File: src/core/bst_params.svh
// Purpose: Named constants of the boundary-scan test port
// Assumes: Included by bare name after the package
// Notes: Definitions only
`ifndef BST_PARAMS_SVH
`define BST_PARAMS_SVH
`define BST_NUM_IOB 8
`define BST_IOB_W 3
`define BST_TMS_IOB 0
`define BST_TCK_IOB 1
`define BST_TDI_IOB 2
`define BST_GCLK_IOB 3
`define BST_ADR_W 4
`define BST_ADR_CTRL 4'h0
`define BST_ADR_STATUS 4'h4
`define BST_CTRL_SCAN_EN 0
`define BST_CTRL_RESET 1'b0
`define BST_ST_TAP_LSB 0
`define BST_ST_TAP_MSB 3
`define BST_ST_IR_LSB 4
`define BST_ST_IR_MSB 6
`define BST_ST_AVAIL 7
`define BST_ST_TAP_EN 8
`define BST_IR_FIXED 2'h1
`define BST_NP_TDO_OE 0
`define BST_NP_TDO_DATA 1
`define BST_NP_VENDOR 2
`define BST_NP_W 3
`endif

File: src/core/bst_pkg.sv
// Purpose: Types shared by the boundary-scan test port
// Assumes: Nothing
// Notes: Constants live in bst_params.svh
package bst_pkg;
  typedef enum logic [3:0] {
    st_tlr = 4'h0, st_rti = 4'h1, st_sel_dr = 4'h2, st_cap_dr = 4'h3,
    st_sh_dr = 4'h4, st_ex1_dr = 4'h5, st_pa_dr = 4'h6,
    st_ex2_dr = 4'h7, st_upd_dr = 4'h8, st_sel_ir = 4'h9,
    st_cap_ir = 4'ha, st_sh_ir = 4'hb, st_ex1_ir = 4'hc,
    st_pa_ir = 4'hd, st_ex2_ir = 4'he, st_upd_ir = 4'hf
  } bst_tap_type;

  typedef enum logic [2:0] {
    ins_extest = 3'h0, ins_sample = 3'h1, ins_user1 = 3'h2,
    ins_user2 = 3'h3, ins_readout = 3'h4, ins_load = 3'h5,
    ins_reserved = 3'h6, ins_bypass = 3'h7
  } bst_ins_type;

  // Strobes from the controller to every boundary cell
  typedef struct packed {
    logic capture;
    logic shift;
    logic open;
    logic extest;
    logic io_off;
    logic scan_sel;
  } bst_ctl_type;
endpackage

File: src/core/bst_iob_cells.sv
// Purpose: Three boundary cells and update latches of one io_block
// Assumes: Capture and shift strobes are one clk_sys cycle wide
// Notes: Cell 0 is nearest the serial output
`timescale 1ns/100ps
`default_nettype none
`include "bst_params.svh"
module bst_iob_cells #(
  parameter bit IS_TAP_IN = 1'b0,
  parameter bit IS_GCLK = 1'b0
) (
  input wire logic clk_sys, // System clock
  input wire logic rst, // Sync reset
  input wire bst_pkg::bst_ctl_type ctl, // Controller strobes
  input wire logic sin, // Serial in, far side
  output logic sout, // Serial out, toward TDO
  input wire logic pad_in, // Pin level
  input wire logic core_out, // Logic output data
  input wire logic core_oe, // Logic output enable
  output logic pad_out, // To output buffer
  output logic pad_oe, // To buffer enable
  output logic core_in // To internal logic
);
  import bst_pkg::*;
  typedef struct packed {
    logic meta;
    logic sync;
    logic [`BST_IOB_W-1:0] sh;
    logic [`BST_IOB_W-1:0] up;
  } bst_cell_state_type;
  bst_cell_state_type r, n;

  always_comb begin
    n = r;
    n.meta = pad_in;
    n.sync = r.meta;
    if (ctl.capture) begin
      // Logic values captured too, so EXTEST observes the core
      n.sh = {r.sync, core_out, core_oe};
    end else if (ctl.shift) begin
      n.sh = {sin, r.sh[2:1]};
    end
    if (ctl.open) begin
      n.up = r.sh;
    end
  end

  always_ff @(posedge clk_sys) begin
    if (rst) begin
      r <= '0;
    end else begin
      r <= n;
    end
  end

  assign sout = r.sh[0];
  assign pad_out = ctl.extest ? r.up[1] : core_out;
  // Output buffer of a TAP input pad is off whenever the TAP is enabled
  assign pad_oe = (ctl.io_off || (IS_TAP_IN && ctl.scan_sel)) ? 1'b0 :
                  ctl.extest ? r.up[0] : core_oe;
  // Clock pads feed the clock net from the synchronised pin, even in EXTEST
  assign core_in = (ctl.extest && !IS_GCLK) ? r.up[2] : r.sync;
endmodule
`default_nettype wire

File: src/core/bst_tap.sv
// Purpose: Boundary-scan TAP, instruction, bypass and boundary chain
// Assumes: TAP pins are slow against clk_sys and are oversampled
// Notes: Registers reached over classic Wishbone
`timescale 1ns/100ps
`default_nettype none
`include "bst_params.svh"
module bst_tap (
  input wire logic clk_sys, // System clock, 250 MHz
  input wire logic rst, // Sync reset, power-up
  input wire logic tck_pin, // Test clock pin
  input wire logic tms_pin, // Test mode select pin
  input wire logic tdi_pin, // Test data in pin
  output logic tdo_out, // Test data out level
  output logic tdo_oe, // Test data out enable
  input wire logic reprogram_n, // Reprogram pin, low active
  input wire logic cfg_busy, // Configuration in progress
  input wire logic cfg_done, // Configuration finished
  input wire logic cfg_daisy_out, // Configuration daisy output
  input wire logic readback_data, // Configuration readout data
  input wire logic first_user_serial_return, // User 1 return
  input wire logic second_user_serial_return, // User 2 return
  output logic first_user_select, // User 1 selected
  output logic second_user_select, // User 2 selected
  input wire logic [`BST_NUM_IOB-1:0] pad_in, // Pin levels
  input wire logic [`BST_NUM_IOB-1:0] core_out, // Logic data
  input wire logic [`BST_NUM_IOB-1:0] core_oe, // Logic enables
  output logic [`BST_NUM_IOB-1:0] pad_out, // Output buffers
  output logic [`BST_NUM_IOB-1:0] pad_oe, // Buffer enables
  output logic [`BST_NUM_IOB-1:0] core_in, // Inputs to logic
  input wire logic wb_cyc_i, // Wishbone cycle
  input wire logic wb_stb_i, // Wishbone strobe
  input wire logic wb_we_i, // Wishbone write
  input wire logic [`BST_ADR_W-1:0] wb_adr_i, // Byte address
  input wire logic [3:0] wb_sel_i, // Byte lanes
  input wire logic [31:0] wb_dat_i, // Write data
  output logic [31:0] wb_dat_o, // Read data
  output logic wb_ack_o // Acknowledge
);
  import bst_pkg::*;

  typedef struct packed {
    logic tck_meta;
    logic tck_sync;
    logic tck_prev;
    logic tms_meta;
    logic tms_sync;
    logic tdi_meta;
    logic tdi_sync;
    logic prg_meta;
    logic prg_sync;
    bst_tap_type state;
    bst_ins_type ir;
    logic [2:0] ir_sh;
    logic bypass;
    logic [`BST_NP_W-1:0] np_sh;
    logic [`BST_NP_W-1:0] np_up;
    logic tdo;
    logic tdo_en;
    logic scan_en;
    logic ack;
    logic [31:0] dat;
  } bst_core_state_type;

  bst_core_state_type r, n;
  bst_ctl_type ctl;
  logic tck_rise;
  logic tck_fall;
  logic tap_en;
  logic avail;
  logic wb_req;
  bst_ins_type ins_eff;
  logic dr_out;
  logic tdo_src;
  logic [`BST_NUM_IOB:0] chain;

  // Decoded TAP state and register bus qualifiers
  logic in_tlr;
  logic in_cap_dr;
  logic in_sh_dr;
  logic in_upd_dr;
  logic in_sh_ir;
  logic in_upd_ir;
  logic tap_hold;
  logic wb_take;
  logic wb_wr_ctrl;
  logic [2:0] ir_capture;
  logic [31:0] rd_word;

  // Standard TAP transition function
  function automatic bst_tap_type tap_next(input bst_tap_type s,
                                            input logic tms);
    bst_tap_type t;
    t = s;
    unique case (s)
      st_tlr: t = tms ? st_tlr : st_rti;
      st_rti: t = tms ? st_sel_dr : st_rti;
      st_sel_dr: t = tms ? st_sel_ir : st_cap_dr;
      st_cap_dr: t = tms ? st_ex1_dr : st_sh_dr;
      st_sh_dr: t = tms ? st_ex1_dr : st_sh_dr;
      st_ex1_dr: t = tms ? st_upd_dr : st_pa_dr;
      st_pa_dr: t = tms ? st_ex2_dr : st_pa_dr;
      st_ex2_dr: t = tms ? st_upd_dr : st_sh_dr;
      st_upd_dr: t = tms ? st_sel_dr : st_rti;
      st_sel_ir: t = tms ? st_tlr : st_cap_ir;
      st_cap_ir: t = tms ? st_ex1_ir : st_sh_ir;
      st_sh_ir: t = tms ? st_ex1_ir : st_sh_ir;
      st_ex1_ir: t = tms ? st_upd_ir : st_pa_ir;
      st_pa_ir: t = tms ? st_ex2_ir : st_pa_ir;
      st_ex2_ir: t = tms ? st_upd_ir : st_sh_ir;
      st_upd_ir: t = tms ? st_sel_dr : st_rti;
    endcase
    return t;
  endfunction

  // Edges found on the second synchroniser stage only
  assign tck_rise = r.tck_sync & ~r.tck_prev;
  assign tck_fall = ~r.tck_sync & r.tck_prev;
  assign tap_en = ~cfg_done | r.scan_en;
  assign avail = ~cfg_busy;
  assign wb_req = wb_cyc_i & wb_stb_i;
  // New request only; the acked cycle must not capture again
  assign wb_take = wb_req & ~r.ack;
  // Write lands at the edge where the master sees ack
  assign wb_wr_ctrl = wb_req & r.ack & wb_we_i & wb_sel_i[0] &
                      (wb_adr_i == `BST_ADR_CTRL);
  // Reprogram low, or scan switched off once configuration is done, parks the TAP
  assign tap_hold = ~r.prg_sync | ~tap_en;
  // Status word: I0 one, I1 zero, availability on top
  assign ir_capture = {avail, `BST_IR_FIXED};

  // State decodes shared by strobes, shifts and TDO control
  assign in_tlr = r.state == st_tlr;
  assign in_cap_dr = r.state == st_cap_dr;
  assign in_sh_dr = r.state == st_sh_dr;
  assign in_upd_dr = r.state == st_upd_dr;
  assign in_sh_ir = r.state == st_sh_ir;
  assign in_upd_ir = r.state == st_upd_ir;

  // During configuration only sample, bypass and load stay usable
  always_comb begin
    ins_eff = r.ir;
    if (cfg_busy && r.ir != ins_sample && r.ir != ins_bypass &&
        r.ir != ins_load) begin
      ins_eff = ins_bypass;
    end
  end

  // Strobes for all boundary cells; shift ignores the instruction
  always_comb begin
    ctl.capture = tck_rise && in_cap_dr;
    ctl.shift = tck_rise && in_sh_dr;
    ctl.open = in_upd_dr && ~r.tck_sync;
    ctl.extest = tap_en && ins_eff == ins_extest;
    ctl.io_off = tap_en && ins_eff == ins_load;
    ctl.scan_sel = tap_en;
  end

  // Chain: TDO cells, io_blocks 0..N-1, vendor cell, TDI
  assign chain[`BST_NUM_IOB] = r.np_sh[`BST_NP_VENDOR];
  assign dr_out = r.np_sh[`BST_NP_TDO_OE];

  genvar k;
  generate
    for (k = 0; k < `BST_NUM_IOB; k++) begin : g_iob
      // Every io_block kept, used or not
      bst_iob_cells #(
        .IS_TAP_IN(k == `BST_TMS_IOB || k == `BST_TCK_IOB ||
                   k == `BST_TDI_IOB),
        .IS_GCLK(k == `BST_GCLK_IOB)
      ) i_bst_iob_cells (
        .clk_sys(clk_sys),
        .rst(rst),
        .ctl(ctl),
        .sin(chain[k+1]),
        .sout(chain[k]),
        .pad_in(pad_in[k]),
        .core_out(core_out[k]),
        .core_oe(core_oe[k]),
        .pad_out(pad_out[k]),
        .pad_oe(pad_oe[k]),
        .core_in(core_in[k])
      );
    end
  endgenerate

  // Serial source ahead of the falling-edge flop
  always_comb begin
    tdo_src = r.bypass;
    if (in_sh_ir) begin
      tdo_src = r.ir_sh[0];
    end else begin
      unique case (ins_eff)
        ins_extest: tdo_src = dr_out;
        ins_sample: tdo_src = dr_out;
        ins_user1: tdo_src = first_user_serial_return;
        ins_user2: tdo_src = second_user_serial_return;
        ins_readout: tdo_src = readback_data;
        ins_load: tdo_src = cfg_daisy_out;
        ins_reserved: tdo_src = r.bypass;
        ins_bypass: tdo_src = r.bypass;
      endcase
    end
  end

  // Read mux; unmapped addresses read as zero
  always_comb begin
    rd_word = '0;
    case (wb_adr_i)
      `BST_ADR_CTRL: begin
        rd_word[`BST_CTRL_SCAN_EN] = r.scan_en;
      end
      `BST_ADR_STATUS: begin
        rd_word[`BST_ST_TAP_MSB:`BST_ST_TAP_LSB] = r.state;
        rd_word[`BST_ST_IR_MSB:`BST_ST_IR_LSB] = r.ir;
        rd_word[`BST_ST_AVAIL] = avail;
        rd_word[`BST_ST_TAP_EN] = tap_en;
      end
      default: begin
        rd_word = '0;
      end
    endcase
  end

  always_comb begin
    n = r;
    // TAP pins feed the controller directly, never scan data
    n.tck_meta = tck_pin;
    n.tck_sync = r.tck_meta;
    n.tck_prev = r.tck_sync;
    n.tms_meta = tms_pin;
    n.tms_sync = r.tms_meta;
    n.tdi_meta = tdi_pin;
    n.tdi_sync = r.tdi_meta;
    n.prg_meta = reprogram_n;
    n.prg_sync = r.prg_meta;

    // Capture and shift on the synchronised TCK rise
    if (tck_rise) begin
      n.state = tap_next(r.state, r.tms_sync);
      unique case (r.state)
        st_cap_ir: n.ir_sh = ir_capture;
        st_sh_ir: n.ir_sh = {r.tdi_sync, r.ir_sh[2:1]};
        st_cap_dr: begin
          n.bypass = 1'b0;
          n.np_sh[`BST_NP_TDO_OE] = r.tdo_en;
          n.np_sh[`BST_NP_TDO_DATA] = r.tdo;
          n.np_sh[`BST_NP_VENDOR] = 1'b0;
        end
        st_sh_dr: begin
          n.bypass = r.tdi_sync;
          n.np_sh[`BST_NP_TDO_OE] = r.np_sh[`BST_NP_TDO_DATA];
          n.np_sh[`BST_NP_TDO_DATA] = chain[0];
          n.np_sh[`BST_NP_VENDOR] = r.tdi_sync;
        end
        default: n.np_sh = r.np_sh;
      endcase
    end

    // Latch follows while open and holds through the next shift
    if (ctl.open) begin
      n.np_up = r.np_sh;
    end

    // Launch on the fall, so the tester samples a settled bit
    if (tck_fall) begin
      if (in_upd_ir) begin
        n.ir = bst_ins_type'(r.ir_sh);
      end
      n.tdo = tdo_src;
      n.tdo_en = in_sh_ir || in_sh_dr;
    end

    if (in_tlr) begin
      n.ir = ins_bypass;
    end

    // Held in reset while reprogramming or when scan is switched off once configuration is done
    if (tap_hold) begin
      n.state = st_tlr;
      n.ir = ins_bypass;
      n.tdo_en = 1'b0;
    end

    // Wishbone: ack one cycle after the request, write at the edge after ack rises
    n.ack = wb_take;
    if (wb_take) begin
      n.dat = rd_word;
    end
    if (wb_wr_ctrl) begin
      n.scan_en = wb_dat_i[`BST_CTRL_SCAN_EN];
    end
  end

  always_ff @(posedge clk_sys) begin
    if (rst) begin
      r <= '0;
      r.state <= st_tlr;
      r.ir <= ins_bypass;
      r.prg_meta <= 1'b1;
      r.prg_sync <= 1'b1;
      r.scan_en <= `BST_CTRL_RESET;
    end else begin
      r <= n;
    end
  end

  // Both TDO outputs come from flops, so the pad never glitches
  assign tdo_out = r.tdo;
  assign tdo_oe = r.tdo_en;
  assign first_user_select = tap_en && ins_eff == ins_user1;
  assign second_user_select = tap_en && ins_eff == ins_user2;
  assign wb_dat_o = r.dat;
  assign wb_ack_o = r.ack;
endmodule
`default_nettype wire

File: config.mk
export PLATFORM = sky130hd
export DESIGN_NAME = bst_tap
export DESIGN_NICKNAME = d
export VERILOG_FILES = /design/src/core/bst_pkg.sv /design/src/core/bst_iob_cells.sv /design/src/core/bst_tap.sv
export VERILOG_INCLUDE_DIRS = /design/src /design/src/core
export SDC_FILE = /design/constraint.sdc
export NUM_CORES = 1
export LEC_CHECK = 0
export ABC_AREA = 1
export BUFFER_PORTS_ARGS = -buffer_cell sky130_fd_sc_hd__buf_2
export CORE_MARGIN = 2
export CORE_UTILIZATION = 52
export CTS_CLUSTER_SIZE = 8
export DETAILED_ROUTE_END_ITERATION = 12
export HOLD_SLACK_MARGIN = 0.12
export PLACE_DENSITY_LB_ADDON = 0.2
export SYNTH_ARGS = -nofsm -noshare
export SYNTH_HDL_FRONTEND = slang
export SYNTH_SLANG_ARGS = --single-unit
File: constraint.sdc
create_clock -name clk_sys -period 2 [get_ports clk_sys]
set_input_delay 0.1 -clock clk_sys [delete_from_list [all_inputs] [get_ports clk_sys]]
set_output_delay 0.1 -clock clk_sys [all_outputs]
set_load 0.02 [all_outputs]
---- Word level (Yosys, flattened, before mapping) ----
Index checks and enable logic that the tools add are counted.
cells by class
  reductions and logical operators ........ 28
  $add $sub $neg .......................... 0
  equal/unequal tests ..................... 26
  magnitude comparators ................... 0
  bitwise gates (word level) .............. 17
  $mul .................................... 0
  divide/modulo/power cells ............... 0
  multiplexer cells ....................... 68
  shifts and indexed selects .............. 0
operators by type and width
  cell                                                             number
  3-bit 2-to-1 mux                                                 19
  4-bit case mux with 12 select lines                              1
  1-bit 2-to-1 mux                                                 35
  4-bit == test, second input constant                             8
  4-bit by 3-bit == test with 1-bit output, second input constant  5
  4-bit 2-to-1 mux                                                 4
  3-bit == test, second input constant                             4
  3-bit case mux with 2 select lines                               2
  1-bit logical AND                                                10
  2-bit OR reduction                                               5
  1-bit bitwise AND                                                8
  4-bit by 2-bit == test with 1-bit output, second input constant  2
  4-bit logical NOT                                                2
  8-bit 2-to-1 mux                                                 1
  1-bit inverter                                                   7
  3-bit by 2-bit == test with 1-bit output, second input constant  2
  2-bit 2-to-1 mux                                                 3
  3-bit inequality test, second input constant                     2
  1-bit case mux with 6 select lines                               1
  2-bit AND reduction                                              3
  2-bit nonzero test                                               3
  3-bit OR reduction                                               2
  4-bit by 1-bit == test with 1-bit output, second input constant  1
  1-bit case mux with 2 select lines                               2
  5 further kinds                                                  7
storage, ports and cells
  bits in registers ....................... 99
  RAM bits ................................ 0
  memory bits (read-only) ................. 0
  bits of input ports ..................... 79
  output and inout port bits .............. 61
  logic and storage cells ................. 190
  bits in latches ......................... 0
  memories kept ........................... 0

---- Depth between registers and ports, before layout ----
Gate-level depths: netlist of run 1.
  word-level depth ........................ 9
  depth in mapped cells ................... 10
  depth with buffers taken out ............ 10

---- By module ----
Synthesis of run 1 repeated with hierarchy kept, for this count alone.
second synthesis, totals
  cells, all modules ...................... 689
  area total of the unflattened synthesis .. 4,792.1 um2
modules (own cells, without submodules)
  module                                        area each (um2)  cells each  instances
  bst_tap                                       2,030.7          298         1
  bst_iob_cells (g_iob[4].i_bst_iob_cells ...)  347.8            49          4
  bst_iob_cells (g_iob[0].i_bst_iob_cells ...)  354.1            50          3
  bst_iob_cells (g_iob[3].i_bst_iob_cells)      307.8            45          1

---- Worst setup path before layout of run 1 ----
OpenSTA, ideal clock, no wires.
  path kind ............................... flip-flop to output port
  start point ............................. register r[46] (netlist name)
  end point ............................... output pad_oe[3]
  slack ................................... 511 ps
  arrival ................................. 1,389 ps
  path buffers ............................ 2
  cell stages (with the launch flop) ...... 9
  cell sequence ........................... dfxtp_1 nand2_1 nand2_1 nand3_1 nor3_2 buf_4 nor2_1 a211oi_1 buf_4
between the ends
  cells in the longest elaborated chain, start to end .. 9
  elaborated cells between the ends (all ways) .. 13
RTL lines
  what                                              RTL line             text
  start: declaration                                bst_tap.sv:64        bst_core_state_type r, n;
  start signal: assignment                          bst_tap.sv:303       r <= n;
  3-bit by 1-bit inequality test with 1-bit output  bst_tap.sv:142       if (cfg_busy && r.ir != ins_sample && r.ir != ins_bypass &&
  1-bit logical AND (3 in series)                   bst_tap.sv:142
  3-bit 2-to-1 mux *                                bst_tap.sv:142
  3-bit logical NOT                                 bst_tap.sv:153       ctl.extest = tap_en && ins_eff == ins_extest;
  1-bit logical AND                                 bst_tap.sv:153
  1-bit 2-to-1 mux                                  bst_iob_cells.sv:59  ctl.extest ? r.up[0] : core_oe;
  1-bit 2-to-1 mux *                                bst_iob_cells.sv:58  assign pad_oe = (ctl.io_off || (IS_TAP_IN && ctl.scan_sel)) ? 1'b0 :
  end: declaration                                  bst_tap.sv:28        output logic [`BST_NUM_IOB-1:0] pad_oe,
Every way passes the cells marked *; elsewhere a longest branch is shown, timed or not.

---- Worst setup path after layout of run 1 ----
  start point ............................. register r[48] (netlist name)
  end point ............................... output pad_oe[6]
Same word-level chain as after synthesis.

==> impl_metrics.prom, run 1 <==
# TYPE chip_impl_metric gauge
chip_impl_metric{name="io_pins",unit=""} 140
chip_impl_metric{name="number_of_antenna_violations_at_the_first_check_in_global_routing",unit=""} 0
chip_impl_info{name="min_delay_path_class",value="input pin to flip-flop"} 1
chip_impl_metric{name="clock_tree.htree_level_count",unit=""} 3
chip_impl_metric{name="drcViolationCount",unit=""} 0
chip_impl_metric{name="chipWidth",unit="um"} 101
chip_impl_metric{name="power.sequential.fraction",unit=""} 0.540
chip_impl_metric{name="p_sw_frac",unit=""} 0.261
chip_impl_info{name="leading_cell_types_in_the_layout_fill_and_taps_excluded",value="nand2_1, dfxtp_1, inv_1"} 1
chip_impl_metric{name="cts.reportedPaths.clkPinSlew",unit="ns"} 0.10
chip_impl_metric{name="clk-insertion-delay-late",unit="ns"} 0.36
chip_impl_metric{name="number_of_global_route_vias_before_repair",unit=""} 3761
chip_impl_metric{name="stdcell_count",unit=""} 865
chip_impl_info{name="critPathLaunchType",value="flip-flop"} 1
chip_impl_metric{name="core_area",unit="um^2"} 9200
chip_impl_metric{name="firstDrtPassIters",unit=""} 5
chip_impl_metric{name="final.period_utilization",unit=""} 0.998
chip_impl_info{name="rsz_0062_raised_after_global_routing",value="yes"} 1
chip_impl_info{name="cts_tree",value="built"} 1
chip_impl_metric{name="routed_via_density",unit=""} 5.01
chip_impl_metric{name="placedCellCount",unit=""} 815
chip_impl_metric{name="drtIter0Drc",unit=""} 135
chip_impl_metric{name="largest_net_degree_at_the_start_of_global_routing",unit=""} 70
chip_impl_metric{name="synth.avg_cell_area",unit="um^2"} 7.22
chip_impl_metric{name="max-clock-path-buffers",unit=""} 2
chip_impl_metric{name="grt_usage",unit=""} 0.220
chip_impl_metric{name="floorplan.die_area",unit="um^2"} 10200
chip_impl_info{name="r2r_start",value="r[49]"} 1
chip_impl_metric{name="placedInstanceArea",unit="um^2"} 5020
chip_impl_metric{name="final_util",unit=""} 0.619
chip_impl_metric{name="p_per_area",unit="nW/um^2"} 626
chip_impl_info{name="startpoint_of_the_lowest_slack_hold_path",value="core_oe[1]"} 1
chip_impl_metric{name="cap_viol_max_count",unit=""} 0
chip_impl_metric{name="path_max_fanout",unit=""} 5
chip_impl_info{name="run_status",value="completed"} 1
chip_impl_metric{name="max_slew_violation_count",unit=""} 0
chip_impl_metric{name="dieHeight",unit="um"} 101
chip_impl_metric{name="shortest_period_the_worst_path_allows",unit="ns"} 2.00
chip_impl_metric{name="critical_path_required",unit="ns"} 1.90
chip_impl_metric{name="r2r_slack",unit="ns"} 0.23
chip_impl_metric{name="post_detailed_routing_wire_length",unit="um"} 11200
chip_impl_metric{name="power.switching",unit="W"} 0.000929
chip_impl_metric{name="post_synth_instance_area",unit="um^2"} 4890
chip_impl_info{name="timing_worst_setup_path_type",value="flip-flop to primary output"} 1
chip_impl_metric{name="cellInternalPower",unit="W"} 0.00264
chip_impl_metric{name="power_frac_clock",unit=""} 0.369
chip_impl_metric{name="fin_total_pwr",unit="W"} 0.00356
chip_impl_metric{name="initial_utilization",unit=""} 0.531
chip_impl_metric{name="detail-route-antenna-nets",unit=""} 0
chip_impl_metric{name="leakage",unit="nW"} 2.45
chip_impl_metric{name="hold_slack",unit="ns"} 0.134
chip_impl_metric{name="grt_pass1_wl",unit="um"} 17900
chip_impl_metric{name="fin_area",unit="um^2"} 5690
chip_impl_metric{name="library_cells_used_by_synthesis",unit=""} 35
chip_impl_metric{name="antenna_cells",unit=""} 0
chip_impl_metric{name="finClkSkew",unit="ns"} 0.0151
chip_impl_info{name="cts-root-buf",value="clkbuf_8"} 1
chip_impl_info{name="worst_r2r_endpoint",value="g_iob[3].i_bst_iob_cells.r[0]"} 1
chip_impl_metric{name="reg2reg_depth",unit=""} 6
chip_impl_metric{name="power.combinational.fraction",unit=""} 0.091
chip_impl_metric{name="seq_area_frac_synth",unit=""} 0.389
chip_impl_metric{name="areaGrowthSynthToFinish",unit="%"} 16.5
chip_impl_metric{name="gp_routability_congestion",unit=""} 0.844
chip_impl_metric{name="synth-seq-cells",unit=""} 95
chip_impl_metric{name="worstPathArrival",unit="ns"} 1.90
chip_impl_metric{name="detail_route.wl_per_cell",unit="um"} 12.9
chip_impl_metric{name="port_buffers",unit=""} 82
chip_impl_metric{name="via_count",unit=""} 4331
chip_impl_info{name="min_delay_worst_endpoint",value="g_iob[1].i_bst_iob_cells.sout"} 1
chip_impl_metric{name="vdd_drop_max",unit="V"} 0.000369
chip_impl_metric{name="clock-sinks",unit=""} 95
chip_impl_metric{name="timing.fmax",unit="GHz"} 0.501
chip_impl_metric{name="worst_pin_slew",unit="ns"} 0.757
chip_impl_metric{name="final-hold-violation-count",unit=""} 0
chip_impl_metric{name="worstHoldPathCells",unit=""} 5
chip_impl_metric{name="nNetsFinal",unit=""} 828
chip_impl_metric{name="cts_made_buffers",unit=""} 9
chip_impl_metric{name="setup_viol",unit=""} 0
chip_impl_metric{name="grt_overflow",unit=""} 0
chip_impl_info{name="endpoint_kind",value="primary output"} 1
chip_impl_info{name="mostFrequentLayoutCell",value="nand2_1"} 1
chip_impl_metric{name="dpl.hpwl",unit="um"} 7010
chip_impl_metric{name="placement_rows",unit=""} 35
chip_impl_metric{name="final_layout_size_suffix_gt1_frac",unit=""} 0.264
chip_impl_metric{name="timing.max_slew.rel_slack",unit=""} 0.495
chip_impl_metric{name="synthesis.instances",unit=""} 677
chip_impl_metric{name="ys_warn_count",unit=""} 0
[synthesized netlist by cell type]
| cell type | instances | area, um^2 |
|---|---|---|
| nand3_1 | 25 | 125 |
| buf_12 | 1 | 20.0 |
| nand2_4 | 4 | 45.0 |
| conb_1 | 1 | 3.75 |
| nor2_1 | 60 | 225 |
| buf_1 | 1 | 3.75 |
| nor2_4 | 2 | 22.5 |
| nor3_2 | 1 | 10.0 |
| nand3b_1 | 1 | 7.51 |
| a311o_1 | 1 | 10.0 |
| a211oi_1 | 6 | 45.0 |
| nor2_2 | 4 | 25.0 |
| a21oi_1 | 45 | 225 |
| nand4_1 | 7 | 43.8 |
| inv_1 | 80 | 300 |
| or2_2 | 3 | 18.8 |
| a21oi_2 | 16 | 140 |
| inv_2 | 8 | 30.0 |
| clkbuf_1 | 12 | 45.0 |
| clkinv_1 | 1 | 3.75 |
| o21ai_1 | 12 | 60.1 |
| nor4_1 | 1 | 6.26 |
| dfxtp_1 | 95 | 1900 |
| buf_2 | 11 | 55.1 |
| nor3_1 | 5 | 25.0 |
| o21ai_0 | 35 | 175 |
| buf_4 | 58 | 435 |
| o21ai_2 | 11 | 96.3 |
| nand2_2 | 12 | 75.1 |
| nand2_1 | 135 | 507 |
| a31oi_1 | 3 | 18.8 |
| buf_6 | 5 | 56.3 |
| o211ai_1 | 6 | 45.0 |
| o31ai_1 | 8 | 60.1 |
| nor2_8 | 1 | 20.0 |
[worst max-delay path: stages, from the launching register on]
cell,delay (ns)
dfxtp_4,0.39
nand2_4,0.09
nand2_4,0.08
nand3_4,0.07
nor3_4,0.23
buf_6,0.17
clkbuf_16,0.15
nor2_2,0.03
a211oi_1,0.14
buf_2,0.19
[flip-flops by register name, summed over array words and instances (netlist names)]
name,count
g_iob.i_bst_iob_cells.r,43
r,17
wb_dat_o,9
g_iob.i_bst_iob_cells.n,8
g_iob.i_bst_iob_cells.sout,8
n,5
dr_out,1
g_iob.i_bst_iob_cells.core_in,1
tdo_oe,1
tdo_out,1
wb_ack_o,1
[per-layer routing]
layer  GRT usage  part of all wire
met5           0                 0
met4      0.0676             0.018
met3      0.0305             0.061
met2       0.354              0.46
met1       0.307              0.47
[cell type report]
class	count	area, um^2
clock buffer	10	128
clock inverter	6	76.3
fill	819	3500
inverter	89	337
multi-input combinational	427	2210
sequential	95	1910
tap	111	139
timing repair buffer	127	891
[what timing repair did]
action	CTS	global route
setup buffers	6	3
endpoints found under the hold margin	24	0
hold buffers	24	0
cloned	2	1
pin swaps	1	6
gates resized for setup	13	39
setup endpoints to repair	20	20
[worst max-delay path by stage]
stage	startpoint	end	slack, ns	depth (start not counted)
6_report	r[48]	pad_oe[6]	0.003	9
5_1_grt	r[46]	pad_oe[5]	-0.1	9
4_1_cts	r[47]	core_in[7]	0.01	10
3_5_place_dp	r[50]	g_iob[5].i_bst_iob_cells.r[0]	0.26	6
3_3_place_gp	r[50]	g_iob[3].i_bst_iob_cells.r[0]	0.29	6
2_1_floorplan	r[46]	pad_oe[3]	0.51	8
[per-stage QoR]
step | setup TNS [ns] | worst slack [ns]
after detailed placement | 0 | 0.259
after floorplan | 0 | 0.511
final | 0 | 0.00306
after CTS | 0 | 0.0104
after global placement | 0 | 0.287
after global routing | -1.00 | -0.0981
[cell families (layout without fill, tap and decap cells)]
group           after synthesis  in the layout  synth area share
simple gates                261            261             0.237
buf+inv                     177            232             0.194
compound gates              143            143             0.179
flops                        95             95             0.389
other cells                   1             23          0.000767
[power groups by stage]
stage	Combinational (W)	Clock, W	Sequential (W)
global placement	0.000272	0	0.00197
detailed placement	0.000274	0	0.00197
finish	0.000324	0.00132	0.00192
CTS	0.000310	0.00135	0.00193
floorplan	0.000243	0	0.00197
global route	0.000354	0.00142	0.00193
No activity file was read; power rests on OpenSTA's default activity.
==> inputs of run 2 (changes only) <==
--- a/config.mk
+++ b/config.mk
@@ -9,10 +9,11 @@
 export ABC_AREA = 1
 export BUFFER_PORTS_ARGS = -buffer_cell sky130_fd_sc_hd__buf_2
 export CORE_MARGIN = 2
-export CORE_UTILIZATION = 52
+export CORE_UTILIZATION = 48
 export CTS_CLUSTER_SIZE = 8
 export DETAILED_ROUTE_END_ITERATION = 12
 export HOLD_SLACK_MARGIN = 0.12
+export MAX_ROUTING_LAYER = met4
 export PLACE_DENSITY_LB_ADDON = 0.2
 export SYNTH_ARGS = -nofsm -noshare
 export SYNTH_HDL_FRONTEND = slang
==> impl_metrics.prom, run 2 (synthesis gave the netlist of run 1 again) <==
# TYPE chip_impl_metric gauge
chip_impl_metric{name="largest_net_degree_at_the_start_of_global_routing",unit=""} 70
chip_impl_info{name="worst_path_most_repeated_cell",value="nand2_4"} 1
chip_impl_metric{name="clock_tree.htree_level_count",unit=""} 3
chip_impl_metric{name="gp_routability_congestion",unit=""} 0.849
chip_impl_metric{name="shortest_period_the_worst_path_allows",unit="ns"} 1.97
chip_impl_metric{name="final.period_utilization",unit=""} 0.983
chip_impl_metric{name="max_slew_violation_count",unit=""} 0
chip_impl_metric{name="number_of_global_route_vias_before_repair",unit=""} 3969
chip_impl_info{name="leading_cell_types_in_the_layout_fill_and_taps_excluded",value="nand2_1, dfxtp_1, buf_2"} 1
chip_impl_metric{name="worst_pin_slew",unit="ns"} 0.774
chip_impl_metric{name="placedInstanceArea",unit="um^2"} 5030
chip_impl_metric{name="grt_usage",unit=""} 0.212
chip_impl_info{name="run_status",value="completed"} 1
chip_impl_metric{name="routed_via_density",unit=""} 4.86
chip_impl_info{name="mostFrequentLayoutCell",value="nand2_1"} 1
chip_impl_metric{name="areaGrowthSynthToFinish",unit="%"} 15.9
chip_impl_metric{name="dpl.hpwl",unit="um"} 7250
chip_impl_metric{name="critical_path_required",unit="ns"} 1.90
chip_impl_metric{name="critPathMaxStageDelay",unit="ns"} 0.39
chip_impl_metric{name="post_detailed_routing_wire_length",unit="um"} 11500
chip_impl_metric{name="n_fill_cell",unit=""} 937
chip_impl_metric{name="largest_register_ffs",unit=""} 43
chip_impl_metric{name="timing.max_slew.rel_slack",unit=""} 0.484
chip_impl_info{name="endpoint_kind",value="primary output"} 1
chip_impl_metric{name="max-clock-path-buffers",unit=""} 2
chip_impl_metric{name="fin_total_pwr",unit="W"} 0.00346
chip_impl_info{name="timing_worst_setup_path_type",value="flip-flop to primary output"} 1
chip_impl_metric{name="grt_overflow",unit=""} 0
chip_impl_info{name="rsz_0062_raised_after_global_routing",value="yes"} 1
chip_impl_metric{name="power_frac_clock",unit=""} 0.352
chip_impl_info{name="regMostFlops",value="g_iob.i_bst_iob_cells.r"} 1
chip_impl_metric{name="chipWidth",unit="um"} 105
chip_impl_metric{name="antenna_cells",unit=""} 0
chip_impl_metric{name="worstPathArrival",unit="ns"} 1.87
chip_impl_metric{name="power.switching",unit="W"} 0.000904
chip_impl_metric{name="detail_route.wl_per_cell",unit="um"} 13.0
chip_impl_metric{name="drtIter0Drc",unit=""} 250
chip_impl_metric{name="placement_rows",unit=""} 36
chip_impl_metric{name="path_max_fanout",unit=""} 5
chip_impl_metric{name="dieHeight",unit="um"} 105
chip_impl_info{name="cts-root-buf",value="clkbuf_8"} 1
chip_impl_metric{name="initial_utilization",unit=""} 0.498
chip_impl_metric{name="via_count",unit=""} 4297
chip_impl_metric{name="clk-insertion-delay-late",unit="ns"} 0.37
chip_impl_metric{name="cellInternalPower",unit="W"} 0.00256
chip_impl_metric{name="power.sequential.fraction",unit=""} 0.556
chip_impl_metric{name="port_buffers",unit=""} 82
chip_impl_metric{name="vdd_drop_max",unit="V"} 0.000354
chip_impl_metric{name="p_sw_frac",unit=""} 0.261
chip_impl_metric{name="final_layout_size_suffix_gt1_frac",unit=""} 0.257
chip_impl_info{name="crit_path_top_delay_cell",value="dfxtp_4"} 1
chip_impl_metric{name="finClkSkew",unit="ns"} 0.0101
chip_impl_metric{name="grt_pass1_wl",unit="um"} 18500
chip_impl_metric{name="final_util",unit=""} 0.577
chip_impl_metric{name="drcViolationCount",unit=""} 0
chip_impl_metric{name="cts.reportedPaths.clkPinSlew",unit="ns"} 0.09
chip_impl_metric{name="power.combinational.fraction",unit=""} 0.092
chip_impl_metric{name="floorplan.die_area",unit="um^2"} 11000
chip_impl_metric{name="number_of_antenna_violations_at_the_first_check_in_global_routing",unit=""} 0
chip_impl_metric{name="io_pins",unit=""} 140
chip_impl_metric{name="clock-sinks",unit=""} 95
chip_impl_metric{name="core_area",unit="um^2"} 9820
chip_impl_metric{name="leakage",unit="nW"} 2.43
chip_impl_info{name="critPathLaunchType",value="flip-flop"} 1
chip_impl_metric{name="p_per_area",unit="nW/um^2"} 611
chip_impl_metric{name="detail-route-antenna-nets",unit=""} 0
chip_impl_metric{name="final-hold-violation-count",unit=""} 0
chip_impl_info{name="min_delay_path_class",value="input pin to flip-flop"} 1
chip_impl_info{name="worstPathCellList",value="nand2_4 > nand2_4 > nand3_4 > nor3_4 > buf_12 > clkbuf_16 > nor2_4 > a211oi_2 > buf_4"} 1
chip_impl_metric{name="timing.fmax",unit="GHz"} 0.509
chip_impl_metric{name="fin_area",unit="um^2"} 5660
chip_impl_metric{name="nNetsFinal",unit=""} 826
chip_impl_metric{name="cap_viol_max_count",unit=""} 0
chip_impl_metric{name="firstDrtPassIters",unit=""} 4
chip_impl_metric{name="setup_viol",unit=""} 0
chip_impl_info{name="cts_tree",value="built"} 1
chip_impl_metric{name="cts_made_buffers",unit=""} 9
-- run 2: cell types whose count changed in the layout (fill, tap and decap cells not counted), moves of 2 or more --
cell | previous run | this run
a211oi_1 | 3 | 1
o21ai_1 | 17 | 14
a211oi_2 | 3 | 5
inv_8 | 2 | 0
o21ai_0 | 28 | 33
buf_2 | 72 | 80
nor2_2 | 6 | 4
clkbuf_8 | 9 | 11
buf_4 | 25 | 14
o21ai_2 | 13 | 11
nor2_1 | 57 | 59
-- run 2: critical path: cells and delay by family, from the launching register on --
| kind | cells | cell delay [ns] |
|---|---|---|
| AND/OR/NAND/NOR | 5 | 0.45 |
| AO/OA/AOI/OAI | 1 | 0.19 |
| buffers and inverters | 3 | 0.47 |
| flip-flops | 1 | 0.39 |
-- run 2: path summary, 6_finish.rpt --
| check | start | endpoint | slack [ns] | cells after the start |
|---|---|---|---|---|
| max | r[46] | pad_oe[6] | 0.03 | 9 |
| min | core_out[2] | g_iob[2].i_bst_iob_cells.r[4] | 0.12 | 5 |
| max reg2reg | r[51] | g_iob[3].i_bst_iob_cells.sout | 0.29 | 9 |
| min reg2reg | g_iob[3].i_bst_iob_cells.n[6] | g_iob[3].i_bst_iob_cells.core_in | 0.40 | 2 |
-- run 2: power by group through the flow --
| stage | registers, W | clock network [W] | logic, W |
|---|---|---|---|
| after floorplan | 0.00197 | 0 | 0.000243 |
| after global placement | 0.00197 | 0 | 0.000273 |
| after detailed placement | 0.00197 | 0 | 0.000275 |
| after CTS | 0.00193 | 0.00124 | 0.000312 |
| after global routing | 0.00193 | 0.00132 | 0.000347 |
| final | 0.00193 | 0.00122 | 0.000319 |
-- run 2: final cells by class --
cell class / instances / area [um^2] / area share
sequential: 95 / 1910 / 0.337
timing repair buffer: 125 / 867 / 0.153
clock inverter: 3 / 25.0 / 0.00442
clock buffer: 13 / 159 / 0.0281
tap: 133 / 166 / 0.0294
multi-input combinational: 427 / 2200 / 0.388
inverter: 89 / 337 / 0.0594
-- run 2: repair_timing --
item	CTS	global route
hold buffers	25	0
gates cloned	2	1
endpoints found under the setup margin	19	21
pin swaps	1	3
hold endpoints to repair	24	0
resized for setup	13	21
setup buffers	6	2
-- run 2: metal layers --
metal,track usage,up-vias,share of wire
li1,-,2209,-
met3,0.0324,16,0.041
met5,-,-,0
met2,0.332,112,0.46
met4,0.0800,0,0.015
met1,0.276,1960,0.48
-- run 2: through the flow --
stage,hold slack (ns),setup WS [ns],setup TNS (ns),cells
global route,0.132,-0.0204,-0.0442,885
global placement,0.281,0.265,0,835
CTS,0.123,0.000282,0,884
finish,0.122,0.0349,0,885
detailed placement,0.284,0.234,0,835
floorplan,0.204,0.511,0,699
==> inputs of run 3 (changes only) <==
--- a/config.mk
+++ b/config.mk
@@ -15,6 +15,8 @@
 export HOLD_SLACK_MARGIN = 0.12
 export MAX_ROUTING_LAYER = met4
 export PLACE_DENSITY_LB_ADDON = 0.2
+export RECOVER_POWER = 50
 export SYNTH_ARGS = -nofsm -noshare
 export SYNTH_HDL_FRONTEND = slang
+export SYNTH_HIERARCHICAL = 1
 export SYNTH_SLANG_ARGS = --single-unit
==> impl_metrics.prom, run 3 <==
# TYPE chip_impl_metric gauge
chip_impl_info{name="run_status",value="completed"} 1
chip_impl_metric{name="final-seq-area",unit="um^2"} 1970
chip_impl_metric{name="grt_overflow",unit=""} 0
chip_impl_info{name="grt-busiest-layer",value="met2"} 1
chip_impl_metric{name="p_sw_frac",unit=""} 0.247
chip_impl_metric{name="final_util",unit=""} 0.604
chip_impl_metric{name="grt.met1_usage",unit=""} 0.265
chip_impl_info{name="cts_tree",value="built"} 1
chip_impl_metric{name="number_of_antenna_violations_at_the_first_check_in_global_routing",unit=""} 0
chip_impl_metric{name="synth_async_sr_flop_share",unit=""} 0
chip_impl_metric{name="synth-seq-cells",unit=""} 98
chip_impl_metric{name="vdd_drop_max",unit="V"} 0.000302
chip_impl_metric{name="nNetsFinal",unit=""} 885
chip_impl_metric{name="post_synth_instance_area",unit="um^2"} 4790
chip_impl_metric{name="placement_rows",unit=""} 36
chip_impl_metric{name="timing.final.ws_setup",unit="ns"} 0.0981
chip_impl_info{name="synth_commonest_cells",value="nand2_1, inv_1, dfxtp_1"} 1
chip_impl_metric{name="stdcell_count",unit=""} 944
chip_impl_info{name="worst_r2r_endpoint",value="g_iob[1].i_bst_iob_cells/r[2]"} 1
chip_impl_metric{name="gp_routability_congestion",unit=""} 0.888
chip_impl_metric{name="dpl.hpwl",unit="um"} 7150
chip_impl_metric{name="largest_register_ffs",unit=""} 46
chip_impl_metric{name="leakage",unit="nW"} 2.77
chip_impl_metric{name="power.switching",unit="W"} 0.000924
chip_impl_metric{name="core_area",unit="um^2"} 9730
chip_impl_metric{name="port_buffers",unit=""} 82
chip_impl_metric{name="hold_slack",unit="ns"} 0.126
chip_impl_metric{name="drcViolationCount",unit=""} 0
chip_impl_metric{name="firstDrtPassIters",unit=""} 4
chip_impl_metric{name="worstHoldPathCells",unit=""} 4
chip_impl_metric{name="multi_input_comb_area",unit="um^2"} 2210
chip_impl_metric{name="synthesis.instances",unit=""} 689
chip_impl_metric{name="chipWidth",unit="um"} 104
chip_impl_metric{name="final-hold-violation-count",unit=""} 0
chip_impl_metric{name="detail_route.wl_per_cell",unit="um"} 11.5
chip_impl_metric{name="clk-insertion-delay-late",unit="ns"} 0.36
chip_impl_metric{name="r2r_slack",unit="ns"} 0.15
chip_impl_metric{name="cap_viol_max_count",unit=""} 0
chip_impl_metric{name="power.combinational.fraction",unit=""} 0.090
chip_impl_metric{name="yosysTopAreaCellShare",unit=""} 0.409
chip_impl_metric{name="p_per_area",unit="nW/um^2"} 636
chip_impl_metric{name="final.period_utilization",unit=""} 0.951
chip_impl_metric{name="timing.fmax",unit="GHz"} 0.526
chip_impl_metric{name="path_max_fanout",unit=""} 23
chip_impl_info{name="endpoint_kind",value="primary output"} 1
chip_impl_metric{name="worstPathArrival",unit="ns"} 1.80
chip_impl_metric{name="timing.max_slew.rel_slack",unit=""} 0.391
chip_impl_metric{name="grt_pass1_wl",unit="um"} 18400
chip_impl_metric{name="setup_total_negative_slack",unit="ns"} 0
chip_impl_info{name="leading_cell_types_in_the_layout_fill_and_taps_excluded",value="nand2_1, inv_1, dfxtp_1"} 1
chip_impl_metric{name="clock-sinks",unit=""} 98
chip_impl_metric{name="n_fill_cell",unit=""} 923
chip_impl_info{name="ys_top_cells_by_area",value="dfxtp_1, nand2_1, inv_1"} 1
chip_impl_metric{name="synth_enable_flop_cells",unit=""} 0
chip_impl_metric{name="power.sequential.fraction",unit=""} 0.531
chip_impl_metric{name="library_cells_used_by_synthesis",unit=""} 31
chip_impl_info{name="setup.worst_path.start",value="r[46]"} 1
chip_impl_metric{name="final_layout_size_suffix_gt1_frac",unit=""} 0.216
chip_impl_metric{name="detail-route-antenna-nets",unit=""} 0
chip_impl_metric{name="routed_via_density",unit=""} 4.80
chip_impl_metric{name="critical_path_required",unit="ns"} 1.90
chip_impl_info{name="timing_worst_setup_path_type",value="flip-flop to primary output"} 1
chip_impl_metric{name="synth.avg_cell_area",unit="um^2"} 6.96
chip_impl_metric{name="place_worst_setup_slack",unit="ns"} 0.241
chip_impl_metric{name="gr-usage-met3",unit=""} 0.0388
chip_impl_metric{name="cts_made_buffers",unit=""} 9
chip_impl_info{name="regMostFlops",value="g_iob.i_bst_iob_cells/r"} 1
chip_impl_metric{name="cts.reportedPaths.clkPinSlew",unit="ns"} 0.10
chip_impl_metric{name="globalRouteMet2Util",unit=""} 0.340
chip_impl_metric{name="ys_warn_count",unit=""} 6
chip_impl_metric{name="worst_pin_slew",unit="ns"} 0.914
chip_impl_metric{name="initial_utilization",unit=""} 0.493
chip_impl_info{name="min_delay_path_class",value="input pin to flip-flop"} 1
chip_impl_info{name="startpoint_of_the_lowest_slack_hold_path",value="wb_stb_i"} 1
chip_impl_metric{name="antenna_cells",unit=""} 0
chip_impl_metric{name="io_pins",unit=""} 140
chip_impl_metric{name="max_slew_violation_count",unit=""} 0
chip_impl_metric{name="via_count",unit=""} 4528
chip_impl_metric{name="reg2reg_depth",unit=""} 5
chip_impl_metric{name="post_detailed_routing_wire_length",unit="um"} 10900
chip_impl_metric{name="floorplan.die_area",unit="um^2"} 10800
chip_impl_info{name="r2r_start",value="r[52]"} 1
chip_impl_info{name="min_delay_worst_endpoint",value="r[33]"} 1
chip_impl_metric{name="finClkSkew",unit="ns"} 0.0133
chip_impl_info{name="top_count_cell_post_synth",value="nand2_1"} 1
chip_impl_metric{name="seq_area_frac_synth",unit=""} 0.409
chip_impl_info{name="rsz_0062_raised_after_global_routing",value="no"} 1
chip_impl_metric{name="areaGrowthSynthToFinish",unit="%"} 22.6
chip_impl_metric{name="number_of_global_route_vias_before_repair",unit=""} 4158
chip_impl_info{name="mostFrequentLayoutCell",value="nand2_1"} 1
chip_impl_metric{name="cellInternalPower",unit="W"} 0.00282
chip_impl_info{name="cts-root-buf",value="clkbuf_8"} 1
chip_impl_metric{name="placedCellCount",unit=""} 893
chip_impl_metric{name="drtIter0Drc",unit=""} 240
chip_impl_metric{name="clock_tree.htree_level_count",unit=""} 3
chip_impl_metric{name="dieHeight",unit="um"} 104
chip_impl_info{name="synth_ff_type",value="dfxtp_1"} 1
chip_impl_metric{name="power_frac_clock",unit=""} 0.379
chip_impl_metric{name="largest_net_degree_at_the_start_of_global_routing",unit=""} 58
chip_impl_metric{name="shortest_period_the_worst_path_allows",unit="ns"} 1.90
chip_impl_info{name="critPathLaunchType",value="flip-flop"} 1
chip_impl_metric{name="setup_viol",unit=""} 0
chip_impl_info{name="yosys.area.top_type",value="dfxtp_1"} 1
chip_impl_metric{name="grt_usage",unit=""} 0.210
chip_impl_metric{name="max-clock-path-buffers",unit=""} 2
-- run 3: kinds of logic after synthesis --
| group | synth area share |
|---|---|
| and+or+nand+nor | 0.292 |
| buffers and inverters | 0.158 |
| other | 0.000783 |
| AOI/OAI and AO/OA | 0.140 |
| DFF | 0.409 |
-- run 3: worst max-delay path, cell delays in order (launching register included) --
cell      delay, ns
dfxtp_4        0.39
o211ai_1       0.30
nor3_4         0.08
buf_12         0.17
nor2_1         0.11
a21oi_1        0.05
nor2_2         0.14
buf_2          0.19
-- run 3: final cells by class --
type                            instances  share of cell area
Multi-Input combinational cell        449               0.377
Sequential cell                        98               0.335
Timing Repair Buffer                  128               0.145
Inverter                              120              0.0777
Tap cell                              133              0.0283
Clock buffer                           10              0.0217
Clock inverter                          6              0.0153
-- run 3: power groups by stage --
stage	clock network, W	logic, W	registers, W
2_1_floorplan	0	0.000224	0.00203
3_3_place_gp	0	0.000285	0.00203
3_5_place_dp	0	0.000288	0.00203
4_1_cts	0.00145	0.000336	0.00199
5_1_grt	0.00152	0.000372	0.00199
6_report	0.00142	0.000336	0.00199
-- run 3: worst max path at each step --
stage,endpoint,slack [ns]
2_1_floorplan,core_in[0],-0.008
3_3_place_gp,pad_oe[3],0.28
3_5_place_dp,pad_oe[7],0.24
4_1_cts,core_in[4],0.02
5_1_grt,pad_oe[0],0.0008
6_report,pad_oe[2],0.1
-- run 3: layer usage --
layer | up-vias | routed length [um]
li1 | 2340 | -
met1 | 2036 | 5020
met2 | 136 | 5160
met3 | 16 | 575
met4 | 0 | 136
met5 | - | 0
-- run 3: repair_timing --
| action | 4_1_cts | 5_1_grt |
|---|---|---|
| buffers inserted | 4 | 0 |
| gates resized for setup | 7 | 4 |
| pin swaps | 2 | 1 |
| endpoints found under the hold margin | 31 | 0 |
| hold buffers | 31 | 0 |
| gates cloned | 1 | 0 |
| endpoints found under the setup margin | 11 | 23 |
-- run 3: per-stage QoR --
| step | total power, W | instance area, um^2 |
|---|---|---|
| 6_report | 0.00374 | 5880 |
| 5_1_grt | 0.00388 | 5880 |
| 4_1_cts | 0.00378 | 5930 |
| 3_5_place_dp | 0.00232 | 5330 |
| 3_3_place_gp | 0.00232 | 5330 |
| 2_1_floorplan | 0.00226 | 4920 |
